==> src/verilog/ocb_pkg.sv <==
package ocb_pkg;

  localparam int OCB_DATA_W = 32;
  localparam int OCB_ADDR_W = 16;
  localparam int OCB_IDX_W = 14;
  localparam int OCB_BYTE_W = 8;
  localparam int OCB_DIV_W = 10;
  localparam int OCB_PHASE_W = 6;

  // Printed offsets are word indices; the byte address is four times the index.
  localparam logic [OCB_IDX_W-1:0] OCB_IDX_OUT_SETTINGS = 14'h043b;
  localparam logic [OCB_IDX_W-1:0] OCB_IDX_DIV_LOW = 14'h043c;
  localparam logic [OCB_IDX_W-1:0] OCB_IDX_DIV_HIGH = 14'h043d;
  localparam logic [OCB_IDX_W-1:0] OCB_IDX_DIV_PHASE = 14'h043e;

  localparam int OCB_INVERT_BIT = 0;
  localparam int OCB_MODE_LSB = 1;
  localparam int OCB_MODE_MSB = 2;
  localparam int OCB_DIV_HIGH_MSB = 1;
  localparam int OCB_PHASE_MSB = 5;

  localparam logic [1:0] OCB_MODE_14MA = 2'h0;
  localparam logic [1:0] OCB_MODE_21MA = 2'h1;
  localparam logic [1:0] OCB_MODE_28MA = 2'h2;
  localparam logic [1:0] OCB_MODE_OFF = 2'h3;

  localparam logic [1:0] OCB_RST_MODE = OCB_MODE_14MA;
  localparam logic OCB_RST_INVERT = 1'b0;
  localparam logic [7:0] OCB_RST_DIV_LOW = 8'h00;
  localparam logic [1:0] OCB_RST_DIV_HIGH = 2'h0;
  localparam logic [5:0] OCB_RST_PHASE = 6'h00;

endpackage

==> src/verilog/ocb_divider_core.sv <==
`timescale 1ns/10ps
module ocb_divider_core
  import ocb_pkg::*;
#(
  parameter int DIV_W = OCB_DIV_W,
  parameter int PHASE_W = OCB_PHASE_W
) (
  input wire logic pclk,
  input wire logic presetn,
  input wire logic half_tick,
  input wire logic sync_pulse,
  input wire logic [DIV_W-1:0] pending_div,
  input wire logic [PHASE_W-1:0] phase,
  output logic level
);

  localparam logic [DIV_W+1:0] HC_ONE = {{(DIV_W+1){1'b0}}, 1'b1};

  typedef struct packed {
    logic [DIV_W:0] pos;
    logic [DIV_W-1:0] div;
    logic level;
  } ocb_core_state_t;

  ocb_core_state_t s;
  ocb_core_state_t next_s;

  // Half periods of the input clock in one output period: 2 * (div + 1).
  function automatic logic [DIV_W+1:0] half_count(input logic [DIV_W-1:0] d);
    return {1'b0, d, 1'b0} + HC_ONE + HC_ONE;
  endfunction

  // Low for the first div+1 half periods, high for the rest.
  function automatic logic level_of(input logic [DIV_W:0] p, input logic [DIV_W-1:0] d);
    return {1'b0, p} > {2'b00, d};
  endfunction

  always_comb begin
    logic [DIV_W+1:0] start;
    start = '0;
    next_s = s;
    if (sync_pulse) begin
      // A phase larger than one period wraps round inside the period.
      start = {{(DIV_W+2-PHASE_W){1'b0}}, phase} % half_count(pending_div);
      next_s.div = pending_div;
      next_s.pos = start[DIV_W:0];
    end else if (half_tick) begin
      if (({1'b0, s.pos} + HC_ONE) == half_count(s.div)) begin
        next_s.pos = '0;
        // Apart from a sync, a new ratio is only taken at a period boundary, so no short pulse appears.
        next_s.div = pending_div;
      end else begin
        next_s.pos = s.pos + 1'b1;
      end
    end
    next_s.level = level_of(next_s.pos, next_s.div);
  end

  always_ff @(posedge pclk or negedge presetn) begin
    if (!presetn) begin
      s <= '0;
    end else begin
      s <= next_s;
    end
  end

  assign level = s.level;

endmodule

==> src/verilog/ocb_output_channel_b_divider.sv <==
// Added by the designer: register access over APB.
`timescale 1ns/10ps
// Behaviour
// - mode bits 2:1 select 14/21/28 mA drive.
// - mode 11 powers down, outputs tristated.
// - bit 0 inverts output polarity, reset normal.
// - ten-bit divider split over two registers.
// - divide input clock by value plus one.
// - sync starts divider at half-period phase offset.
// - divider low byte resets to zero.
module ocb_output_channel_b_divider
  import ocb_pkg::*;
#(
  parameter int DIV_W = OCB_DIV_W,
  parameter int PHASE_W = OCB_PHASE_W
) (
  input wire logic pclk,
  input wire logic presetn,
  input wire logic psel,
  input wire logic penable,
  input wire logic pwrite,
  input wire logic [OCB_ADDR_W-1:0] paddr,
  input wire logic [OCB_DATA_W-1:0] pwdata,
  output logic [OCB_DATA_W-1:0] prdata,
  output logic pready,
  output logic pslverr,
  input wire logic upstream_pre_divider_clk,
  input wire logic sync_request,
  output logic output_channel_b_p,
  output logic output_channel_b_n,
  output logic output_channel_b_oe,
  output logic output_channel_b_power_down,
  output logic [1:0] output_channel_b_drive_mode
);

  // All state of this module, registered together at every rising pclk edge; the divider core keeps its own.
  typedef struct packed {
    logic [2:0] pre_sync;
    logic [2:0] req_sync;
    logic [1:0] mode;
    logic invert;
    logic [7:0] div_low;
    logic [1:0] div_high;
    logic [5:0] phase;
    logic [DIV_W-1:0] pending_div;
    logic [OCB_DATA_W-1:0] prdata;
    logic pready;
    logic pslverr;
    logic out_p;
    logic out_n;
    logic out_oe;
    logic power_down;
    logic [1:0] drive_mode;
  } ocb_state_t;

  ocb_state_t s;
  ocb_state_t next_s;
  logic half_tick;
  logic sync_pulse;
  logic core_level;

  // Bit positions of the one-hot register select.
  localparam int SEL_W = 4;
  localparam int SEL_SET = 0;
  localparam int SEL_LOW = 1;
  localparam int SEL_HIGH = 2;
  localparam int SEL_PHASE = 3;

  // Reset leaves the driver enabled in the lowest drive mode with n high and p low.
  localparam ocb_state_t RST_STATE = '{
    pre_sync: '0,
    req_sync: '0,
    mode: OCB_RST_MODE,
    invert: OCB_RST_INVERT,
    div_low: OCB_RST_DIV_LOW,
    div_high: OCB_RST_DIV_HIGH,
    phase: OCB_RST_PHASE,
    pending_div: '0,
    prdata: '0,
    pready: 1'b0,
    pslverr: 1'b0,
    out_p: 1'b0,
    out_n: 1'b1,
    out_oe: 1'b1,
    power_down: 1'b0,
    drive_mode: OCB_RST_MODE
  };

  ////////////////////////////////////////////////////////////////////////////////
  // A register answers only at its own aligned word address.
  function automatic logic addr_hit(input logic [OCB_ADDR_W-1:0] a,
                                    input logic [OCB_IDX_W-1:0] idx);
    return a == {idx, 2'b00};
  endfunction

  function automatic logic [OCB_DATA_W-1:0] widen(input logic [OCB_BYTE_W-1:0] b);
    return {{(OCB_DATA_W-OCB_BYTE_W){1'b0}}, b};
  endfunction

  // One-hot register select, all zero for an address that maps to nothing.
  function automatic logic [SEL_W-1:0] reg_select(input logic [OCB_ADDR_W-1:0] a);
    logic [SEL_W-1:0] sel;
    sel = '0;
    sel[SEL_SET] = addr_hit(a, OCB_IDX_OUT_SETTINGS);
    sel[SEL_LOW] = addr_hit(a, OCB_IDX_DIV_LOW);
    sel[SEL_HIGH] = addr_hit(a, OCB_IDX_DIV_HIGH);
    sel[SEL_PHASE] = addr_hit(a, OCB_IDX_DIV_PHASE);
    return sel;
  endfunction

  // The power-down code is the only mode that releases the driver.
  function automatic logic mode_off(input logic [1:0] m);
    return m == OCB_MODE_OFF;
  endfunction

  // Reserved bits read back as zero, and so does an unmapped address.
  function automatic logic [OCB_DATA_W-1:0] read_word(input logic [SEL_W-1:0] sel,
                                                     input ocb_state_t st);
    logic [OCB_BYTE_W-1:0] b;
    b = '0;
    if (sel[SEL_SET]) begin
      b = {5'h00, st.mode, st.invert};
    end else if (sel[SEL_LOW]) begin
      b = st.div_low;
    end else if (sel[SEL_HIGH]) begin
      b = {6'h00, st.div_high};
    end else if (sel[SEL_PHASE]) begin
      b = {2'h0, st.phase};
    end
    return widen(b);
  endfunction

  ////////////////////////////////////////////////////////////////////////////////
  // Both edges of the pre-divider clock are half-period ticks for the divider.
  // The pre-divider clock must stay below half of pclk or ticks are lost.
  assign half_tick = s.pre_sync[1] ^ s.pre_sync[2];
  assign sync_pulse = s.req_sync[1] & ~s.req_sync[2];

  // The core sees only the committed ratio, never a low byte on its own.
  ocb_divider_core #(
    .DIV_W(DIV_W),
    .PHASE_W(PHASE_W)
  ) u_core (
    .pclk(pclk),
    .presetn(presetn),
    .half_tick(half_tick),
    .sync_pulse(sync_pulse),
    .pending_div(s.pending_div),
    .phase(s.phase[PHASE_W-1:0]),
    .level(core_level)
  );

  ////////////////////////////////////////////////////////////////////////////////
  always_comb begin
    logic access;
    logic commit;
    logic [SEL_W-1:0] sel;
    logic clk_out;
    access = psel & penable & ~s.pready;
    commit = psel & penable & s.pready & pwrite;
    sel = reg_select(paddr);
    clk_out = core_level ^ s.invert;
    next_s = s;

    // Stage 0 may be metastable, so logic reads only stages 1 and 2.
    next_s.pre_sync = {s.pre_sync[1:0], upstream_pre_divider_clk};
    next_s.req_sync = {s.req_sync[1:0], sync_request};

    // One wait state: pready rises in the cycle after the access phase starts.
    next_s.pready = access;
    // An unmapped access answers with an error and leaves every register alone.
    next_s.pslverr = access & ~(|sel);
    if (access) begin
      next_s.prdata = read_word(sel, s);
    end

    // Writes land at the edge that completes the transfer.
    if (commit) begin
      if (sel[SEL_SET]) begin
        next_s.mode = pwdata[OCB_MODE_MSB:OCB_MODE_LSB];
        next_s.invert = pwdata[OCB_INVERT_BIT];
      end
      if (sel[SEL_LOW]) begin
        next_s.div_low = pwdata[OCB_BYTE_W-1:0];
      end
      if (sel[SEL_HIGH]) begin
        next_s.div_high = pwdata[OCB_DIV_HIGH_MSB:0];
        // Writing the high byte commits both bytes at once; write low byte first.
        next_s.pending_div = {pwdata[OCB_DIV_HIGH_MSB:0], s.div_low};
      end
      if (sel[SEL_PHASE]) begin
        next_s.phase = pwdata[OCB_PHASE_MSB:0];
      end
    end

    // A powered-down driver lets both legs go, so neither carries the clock.
    next_s.out_oe = ~mode_off(s.mode);
    next_s.power_down = mode_off(s.mode);
    next_s.out_p = next_s.out_oe & clk_out;
    next_s.out_n = next_s.out_oe & ~clk_out;
    next_s.drive_mode = s.mode;
  end

  ////////////////////////////////////////////////////////////////////////////////
  always_ff @(posedge pclk or negedge presetn) begin
    if (!presetn) begin
      s <= RST_STATE;
    end else begin
      s <= next_s;
    end
  end

  // Every output is a register bit, so the pins never glitch on a decode.
  assign prdata = s.prdata;
  assign pready = s.pready;
  assign pslverr = s.pslverr;
  assign output_channel_b_p = s.out_p;
  assign output_channel_b_n = s.out_n;
  assign output_channel_b_oe = s.out_oe;
  assign output_channel_b_power_down = s.power_down;
  assign output_channel_b_drive_mode = s.drive_mode;

endmodule

==> config.mk <==
export PLATFORM = sky130hd
export DESIGN_NAME = ocb_output_channel_b_divider
export DESIGN_NICKNAME = d
export VERILOG_FILES = /design/src/verilog/ocb_pkg.sv /design/src/verilog/ocb_divider_core.sv /design/src/verilog/ocb_output_channel_b_divider.sv
export SDC_FILE = /design/constraint.sdc
export NUM_CORES = 1
export LEC_CHECK = 0
export BUFFER_PORTS_ARGS = -buffer_cell sky130_fd_sc_hd__buf_2
export CAP_MARGIN = 5
export CORE_MARGIN = 1
export CORE_UTILIZATION = 40
export DETAILED_ROUTE_END_ITERATION = 6
export PLACE_DENSITY = 0.71
export SLEW_MARGIN = 20
export SYNTH_ARGS = -nofsm -noshare
export SYNTH_HDL_FRONTEND = slang
export SYNTH_SLANG_ARGS = --single-unit
==> constraint.sdc <==
create_clock -name pclk -period 16.9 [get_ports pclk]
set_clock_uncertainty 0.05 [all_clocks]
set_input_delay 3.38 -clock pclk [delete_from_list [all_inputs] [get_ports pclk]]
set_output_delay 3.38 -clock pclk [all_outputs]
set_load 0.02 [all_outputs]
==> results.md, run 1 <==
* Max-slew violations at 0
* Final setup margin at 0.8445 ns
* Vias/cell at 5.798
* Setup crit end: u_core.level
* Max-cap violation count at 0
* Crit path arrival time at 16.19 ns
* Tcrit/Tclk final at 95.00%
* DRC errors left at 0
* Worst R2R Path Depth at 77
* Yosys top cell area share at 22.45%
* Async SR Flop Fraction at 100.0%
* Setup WS pre-CTS at -0.1065 ns
* Worst endpoint required time at 17.03 ns
* Final Wtd Congestion at 0.9247
* Mean Syn Cell Area at 8.602 um^2
* CTS tree: built
* Fmax at 0.06228 GHz
* Reg-to-reg startpoint: s[40]
* Initial antenna violation count at 0
* Core footprint at 18770 um^2
* Largest net degree at the start of global routing at 72
* Leading post-synthesis cells by cell area: dfrtp_1 (22%), ha_1 (13%), mux2_2 (6.3%)
* First-pass GRT wire length at 31550 um
* TritonCTS Sinks at 71
* Die width at 140.7 um
* Clk Latency, worst-skew pair at 0.34 ns
* Cell taking the most area after synthesis: dfrtp_1
* GRT Total Usage at 19.70%
* Total wire length at 19550 um
* Worst r2r dst: u_core.level
* # setup viols final at 0
* Area growth from synthesis to layout at 13.77%
* Initial core utilization at about two fifths
* Clock Pin Slew Worst Setup and Hold Paths at 0.06 ns
* Worst path max stage delay at 0.69 ns
* DP HPWL at 14900 um
* Routed Antenna Nets at 0
* Worst path slowest cell: or4b_2
* Buffer levels on the longest clock path at 2
* Critical Path Start: s[40]
* Ys flop type: dfrtp_1
* Post-Syn Area at 7690 um^2
* Sequential cell area fraction in the yosys report at 23.14%
* DRT iter0 DRCs at 404
* Cells after Synth at 894
* TritonRoute pass-1 iters at 5
* Most common cell after layout, fill and taps aside: ha_1
* N_diodes at 0
* Hold Path Class: register to register
* WS Path Type: register to register
* Fin Hold WS at 0.2997 ns
* CP Capture Type: register
* Util after Layout at 46.61%
* Worst slew pin tran at 0.9093 ns
* Total gr overflow at 0
* Most frequent cells in the layout: ha_1 (80), dfrtp_1 (69), nand2_1 (68), nor2_1 (53)
* Library cells used by synthesis at 79
* Layout Nets at about 1100
* Worst-path maximum fanout at 16
* Critical path launch point type: register
* R2r setup slk at between 0.8 and 0.9 ns
* Slew HR at 38.82%
* Wirelength per Cell at 16.39 um
* Num ports at 95
* Vias in the first global route at ~6400
* YS warnings at 0
* Number of flops mapped to enable cells by yosys at 0
* Die ar. at 19780 um^2
* Root buffer cell: clkbuf_16
* Fin crit period at 16.06 ns
* Num CTS Buffers at 9
* H-tree levels at 3
* Die height at 140.7 um
* Outcome: completed
* DR vias at 6917
* Port Buffer Count at between 40 and 50
* Final count of hold timing violations at 0
* Most used cell, CP: ha_1
* #FFs+latches synth at between 70 and 80
* Ratio of cells with drive above 1 in the final layout at 21.06%
* Rows at 50
cell families after synthesis:
logic type / synth area share [%]
xor+xnor: 7.973
fa+ha+maj: 13.34
other cells: 0.04877
buf+inv: 6.020
simple gates: 20.39
flops: 23.14
mux: 9.160
compound gates: 19.93
area by class of cell:
cell class	count	area, um^2
Multi-Input combinational cell	765	5719
Clock inverter	6	115.1
Clock buffer	10	239.0
Timing Repair Buffer	84	516.7
Tap cell	234	292.8
Sequential cell	71	1779
Fill cell	1780	10020
Inverter	23	86.33
worst max-delay path, delay by kind of cell, from the launching register on:
family                   cells  cell delay [ns]
AO/OA/AOI/OAI               33             6.04
multiplexers                 2             0.77
AND/OR/NAND/NOR             25             4.53
buffers and inverters        7             1.01
adder cells (fa/ha/maj)     10             3.04
flip-flops                   1             0.39
routing by layer:
| layer | part of all wire [%] | GRT usage (%) | vias to the layer above |
|---|---|---|---|
| met4 | 1.1 | 4.405 | 0 |
| met1 | 48 | 27.15 | 3334 |
| met3 | 3.6 | 2.412 | 19 |
| li1 | - | - | 3412 |
| met2 | 47 | 32.91 | 152 |
| met5 | 0 | 0 | - |
stage by stage:
stage	instances	instance area, um^2	TNS, ns
3_3_place_gp	1171	8185	-0.04809
5_1_grt	1193	8748	-0.1143
3_5_place_dp	1171	8185	-0.1065
4_1_cts	1187	8546	0
2_1_floorplan	923	7799	0
6_report	1193	8748	0
how the worst min path moves through the flow:
stage               start         end  cells past startpoint
3_3_place_gp   next_s[73]  next_s[74]                      0
4_1_cts        next_s[70]  next_s[71]                      0
5_1_grt        next_s[70]  next_s[71]                      0
3_5_place_dp   next_s[70]  next_s[71]                      0
6_report       next_s[70]  next_s[71]                      0
2_1_floorplan  next_s[70]  next_s[71]                      0
cells in the mapped netlist (all sizes together) (19+ instances only):
cell and number:
mux2 45, dfrtp 69, xnor2 50, inv 23, ha 82, nand2 69, xor2 20, clkbuf 28
nor2 55, nand3 31, o21ai 39, a21oi 56, nor3 25, mux2i 19, buf 36
sequential cells by signal, indices dropped and copies added, names as in the netlist, 2 cells and up:
name and cells:
next_s 6, output_channel_b_drive_mode 2, prdata 8, s 27, u_core.s 21
repair_timing:
| action | CTS | global route |
|---|---|---|
| setup endpoints to repair | 1 | 6 |
| endpoints found under the hold margin | 0 | 0 |
| hold buffers | 0 | 0 |
| pin swaps | 0 | 9 |
| buffers inserted | 0 | 5 |
| gates cloned | 0 | 1 |
| gates resized for setup | 2 | 36 |
Power of run 1 is not shown: default switching activity piles up to over one toggle a cycle in this logic, so the estimate is an artifact.
==> inputs of run 2 (changes only) <==
--- a/config.mk
+++ b/config.mk
@@ -8,9 +8,10 @@
 export BUFFER_PORTS_ARGS = -buffer_cell sky130_fd_sc_hd__buf_2
 export CAP_MARGIN = 5
 export CORE_MARGIN = 1
-export CORE_UTILIZATION = 40
+export CORE_UTILIZATION = 54
 export DETAILED_ROUTE_END_ITERATION = 6
-export PLACE_DENSITY = 0.71
+export GPL_TIMING_DRIVEN = 0
+export PLACE_DENSITY = 0.88
 export SLEW_MARGIN = 20
 export SYNTH_ARGS = -nofsm -noshare
 export SYNTH_HDL_FRONTEND = slang
==> run 2 against run 1 <==
Design area rose by 4.7%; routed wire length rose by 18%; via count rose by 14%; critical path depth rose by 2; maximum frequency fell by 2.7%; core utilization rose by 19 points; first-iteration DRC count rose by 74%; sequential share of layout area fell by 0.87 points; global-route usage rose by 10 points; non-clock buffer count rose by 52; die area fell by 26%; critical path type unchanged.
==> results.md, run 2 (synthesis gave the netlist of run 1 again) <==
* Outcome: completed
* Max-slew violations at 0
* H-tree levels at 3
* Largest net degree at the start of global routing at between 40 and 50
* # setup viols final at 0
* Max reg flops at 27
* Clock Pin Slew Worst Setup and Hold Paths at ~0.060 ns
* Final Wtd Congestion at 0.9114
* Storage cell area at 1783 um^2
* WS Path Type: register to register
* Most frequent cells in the layout: ha_1 (74), nand2_1 (68), dfrtp_1 (68), buf_4 (64), nor2_1 (52)
* Fmax at 0.06060 GHz
* Initial core utilization at 55.40%
* Total gr overflow at 0
* Die ar. at about 15000 um^2
* Die height at 121.3 um
* Ratio of cells with drive above 1 in the final layout at 24.83%
* Critical path launch point type: register
* Wirelength per Cell at 19.42 um
* DRT iter0 DRCs at between 700 and 800
* Routed Antenna Nets at 0
* Top Usage Layer GRT: met2
* Dominant delay contributor by cell family on the critical path: compound AO/OA/AOI/OAI gates
* Most common cell after layout, fill and taps aside: ha_1
* Bufs and invs on worst path at 7
* Worst-path maximum fanout at 10
* Core footprint at about 14000 um^2
* First-pass GRT wire length at 35230 um
* CTS tree: built
* Port Buffer Count at 44
* Slew HR at 2.988%
* Buffer levels on the longest clock path at 2
* Num ports at 95
* CP Capture Type: register
* DP HPWL at 15270 um
* Setup crit end: u_core.level
* Final count of hold timing violations at 0
* Crit path arrival time at 16.62 ns
* Fin crit period at 16.50 ns
* Critical Path Start: s[40]
* Clk Latency, worst-skew pair at roughly 0.34 ns
* Met2 Resource Use GR at 50.96%
* Total wire length at between 20000 and 25000 um
* R2r setup slk at between 0.3 and 0.4 ns
* Hold Path Class: register to register
* Root buffer cell: clkbuf_16
* DR vias at 7872
* Worst r2r dst: u_core.level
* Worst endpoint required time at 17.02 ns
* Crit path depth at 79
* Tcrit/Tclk final at a little over nine tenths
* Most used cell, CP: ha_1
* TritonCTS Sinks at 71
* Worst slew pin tran at 1.445 ns
* Vias in the first global route at 7270
* Layout Nets at 1143
* Num CTS Buffers at 9
* Area growth from synthesis to layout at 19.07%
* DRC errors left at 0
* TritonRoute pass-1 iters at 5
* TNS Setup at 0 ns
* Worst R2R Path Depth at 79
* FILL cells at approximately 1000
* GRT Total Usage at 30.20%
* Rows at 43
* Worst path max stage delay at 0.71 ns
* Max-cap violation count at 0
* N_diodes at 0
* Area of the multi-input gates at slightly below 6000 um^2
* Initial antenna violation count at 0
* Reg-to-reg startpoint: s[40]
* Hold-fix buffers, CTS at 0
* Vias/cell at 6.610
* GRT met1 Usage at roughly 37%
* Worst path slowest cell: or4b_2
* Met3 usage at under 10%
* Die width at 121.3 um
* Largest Register: s
==> run 2: cell types whose count changed in the layout (fill, tap and decap cells not counted), sizes merged <==
| cell | delta |
|---|---|
| clkinv | -1 |
| buf | +28 |
| clkbuf | +25 |
| inv | -2 |
| clkinvlp | +3 |
| bufinv | -1 |
==> run 2: metal layers <==
layer	vias to the layer above	share of wire, %
li1	3507	-
met1	3690	37
met2	538	48
met3	137	8.7
met4	0	5.5
met5	-	0
==> run 2: layout make-up <==
class                      count  share of cell area [%]
multi-input combinational    765                   64.39
sequential                    71                   19.47
timing repair buffer          73                   5.070
buffer                        63                   4.181
clock buffer                  11                   2.542
tap                          180                   2.460
inverter                      23                  0.9839
clock inverter                 5                  0.9019
==> run 2: per-stage QoR <==
stage | hold WS (ns) | worst slack (ns) | instance area [um^2] | cells | util [%]
after CTS | 0.2994 | 0.009095 | 8855 | 1181 | 63.79
final | 0.3002 | 0.3981 | 9156 | 1191 | 65.96
after global routing | 0.3114 | -0.1410 | 9156 | 1191 | 65.96
after global placement | 0.2823 | -3.216 | 8244 | 1147 | 59.39
after detailed placement | 0.2870 | -3.129 | 8293 | 1149 | 59.74
after floorplan | 0.2812 | 0.1084 | 7799 | 923 | -
==> run 2: worst min-delay path by stage <==
stage / start / to / slack (ns) / depth (start not counted)
floorplan: next_s[70] / next_s[71] / 0.28 / 0
detailed placement: next_s[73] / next_s[74] / 0.29 / 0
global route: next_s[73] / next_s[74] / 0.31 / 0
CTS: next_s[73] / next_s[74] / 0.30 / 0
global placement: next_s[70] / next_s[71] / 0.28 / 0
finish: next_s[73] / next_s[74] / 0.30 / 0
==> run 2: what timing repair did <==
action / in CTS / in global routing
pin swaps: 11 / 20
setup buffers: 16 / 11
endpoints found under the setup margin: 11 / 1
gates resized for setup: 32 / 49
Power of run 2 is left out for the same reason.
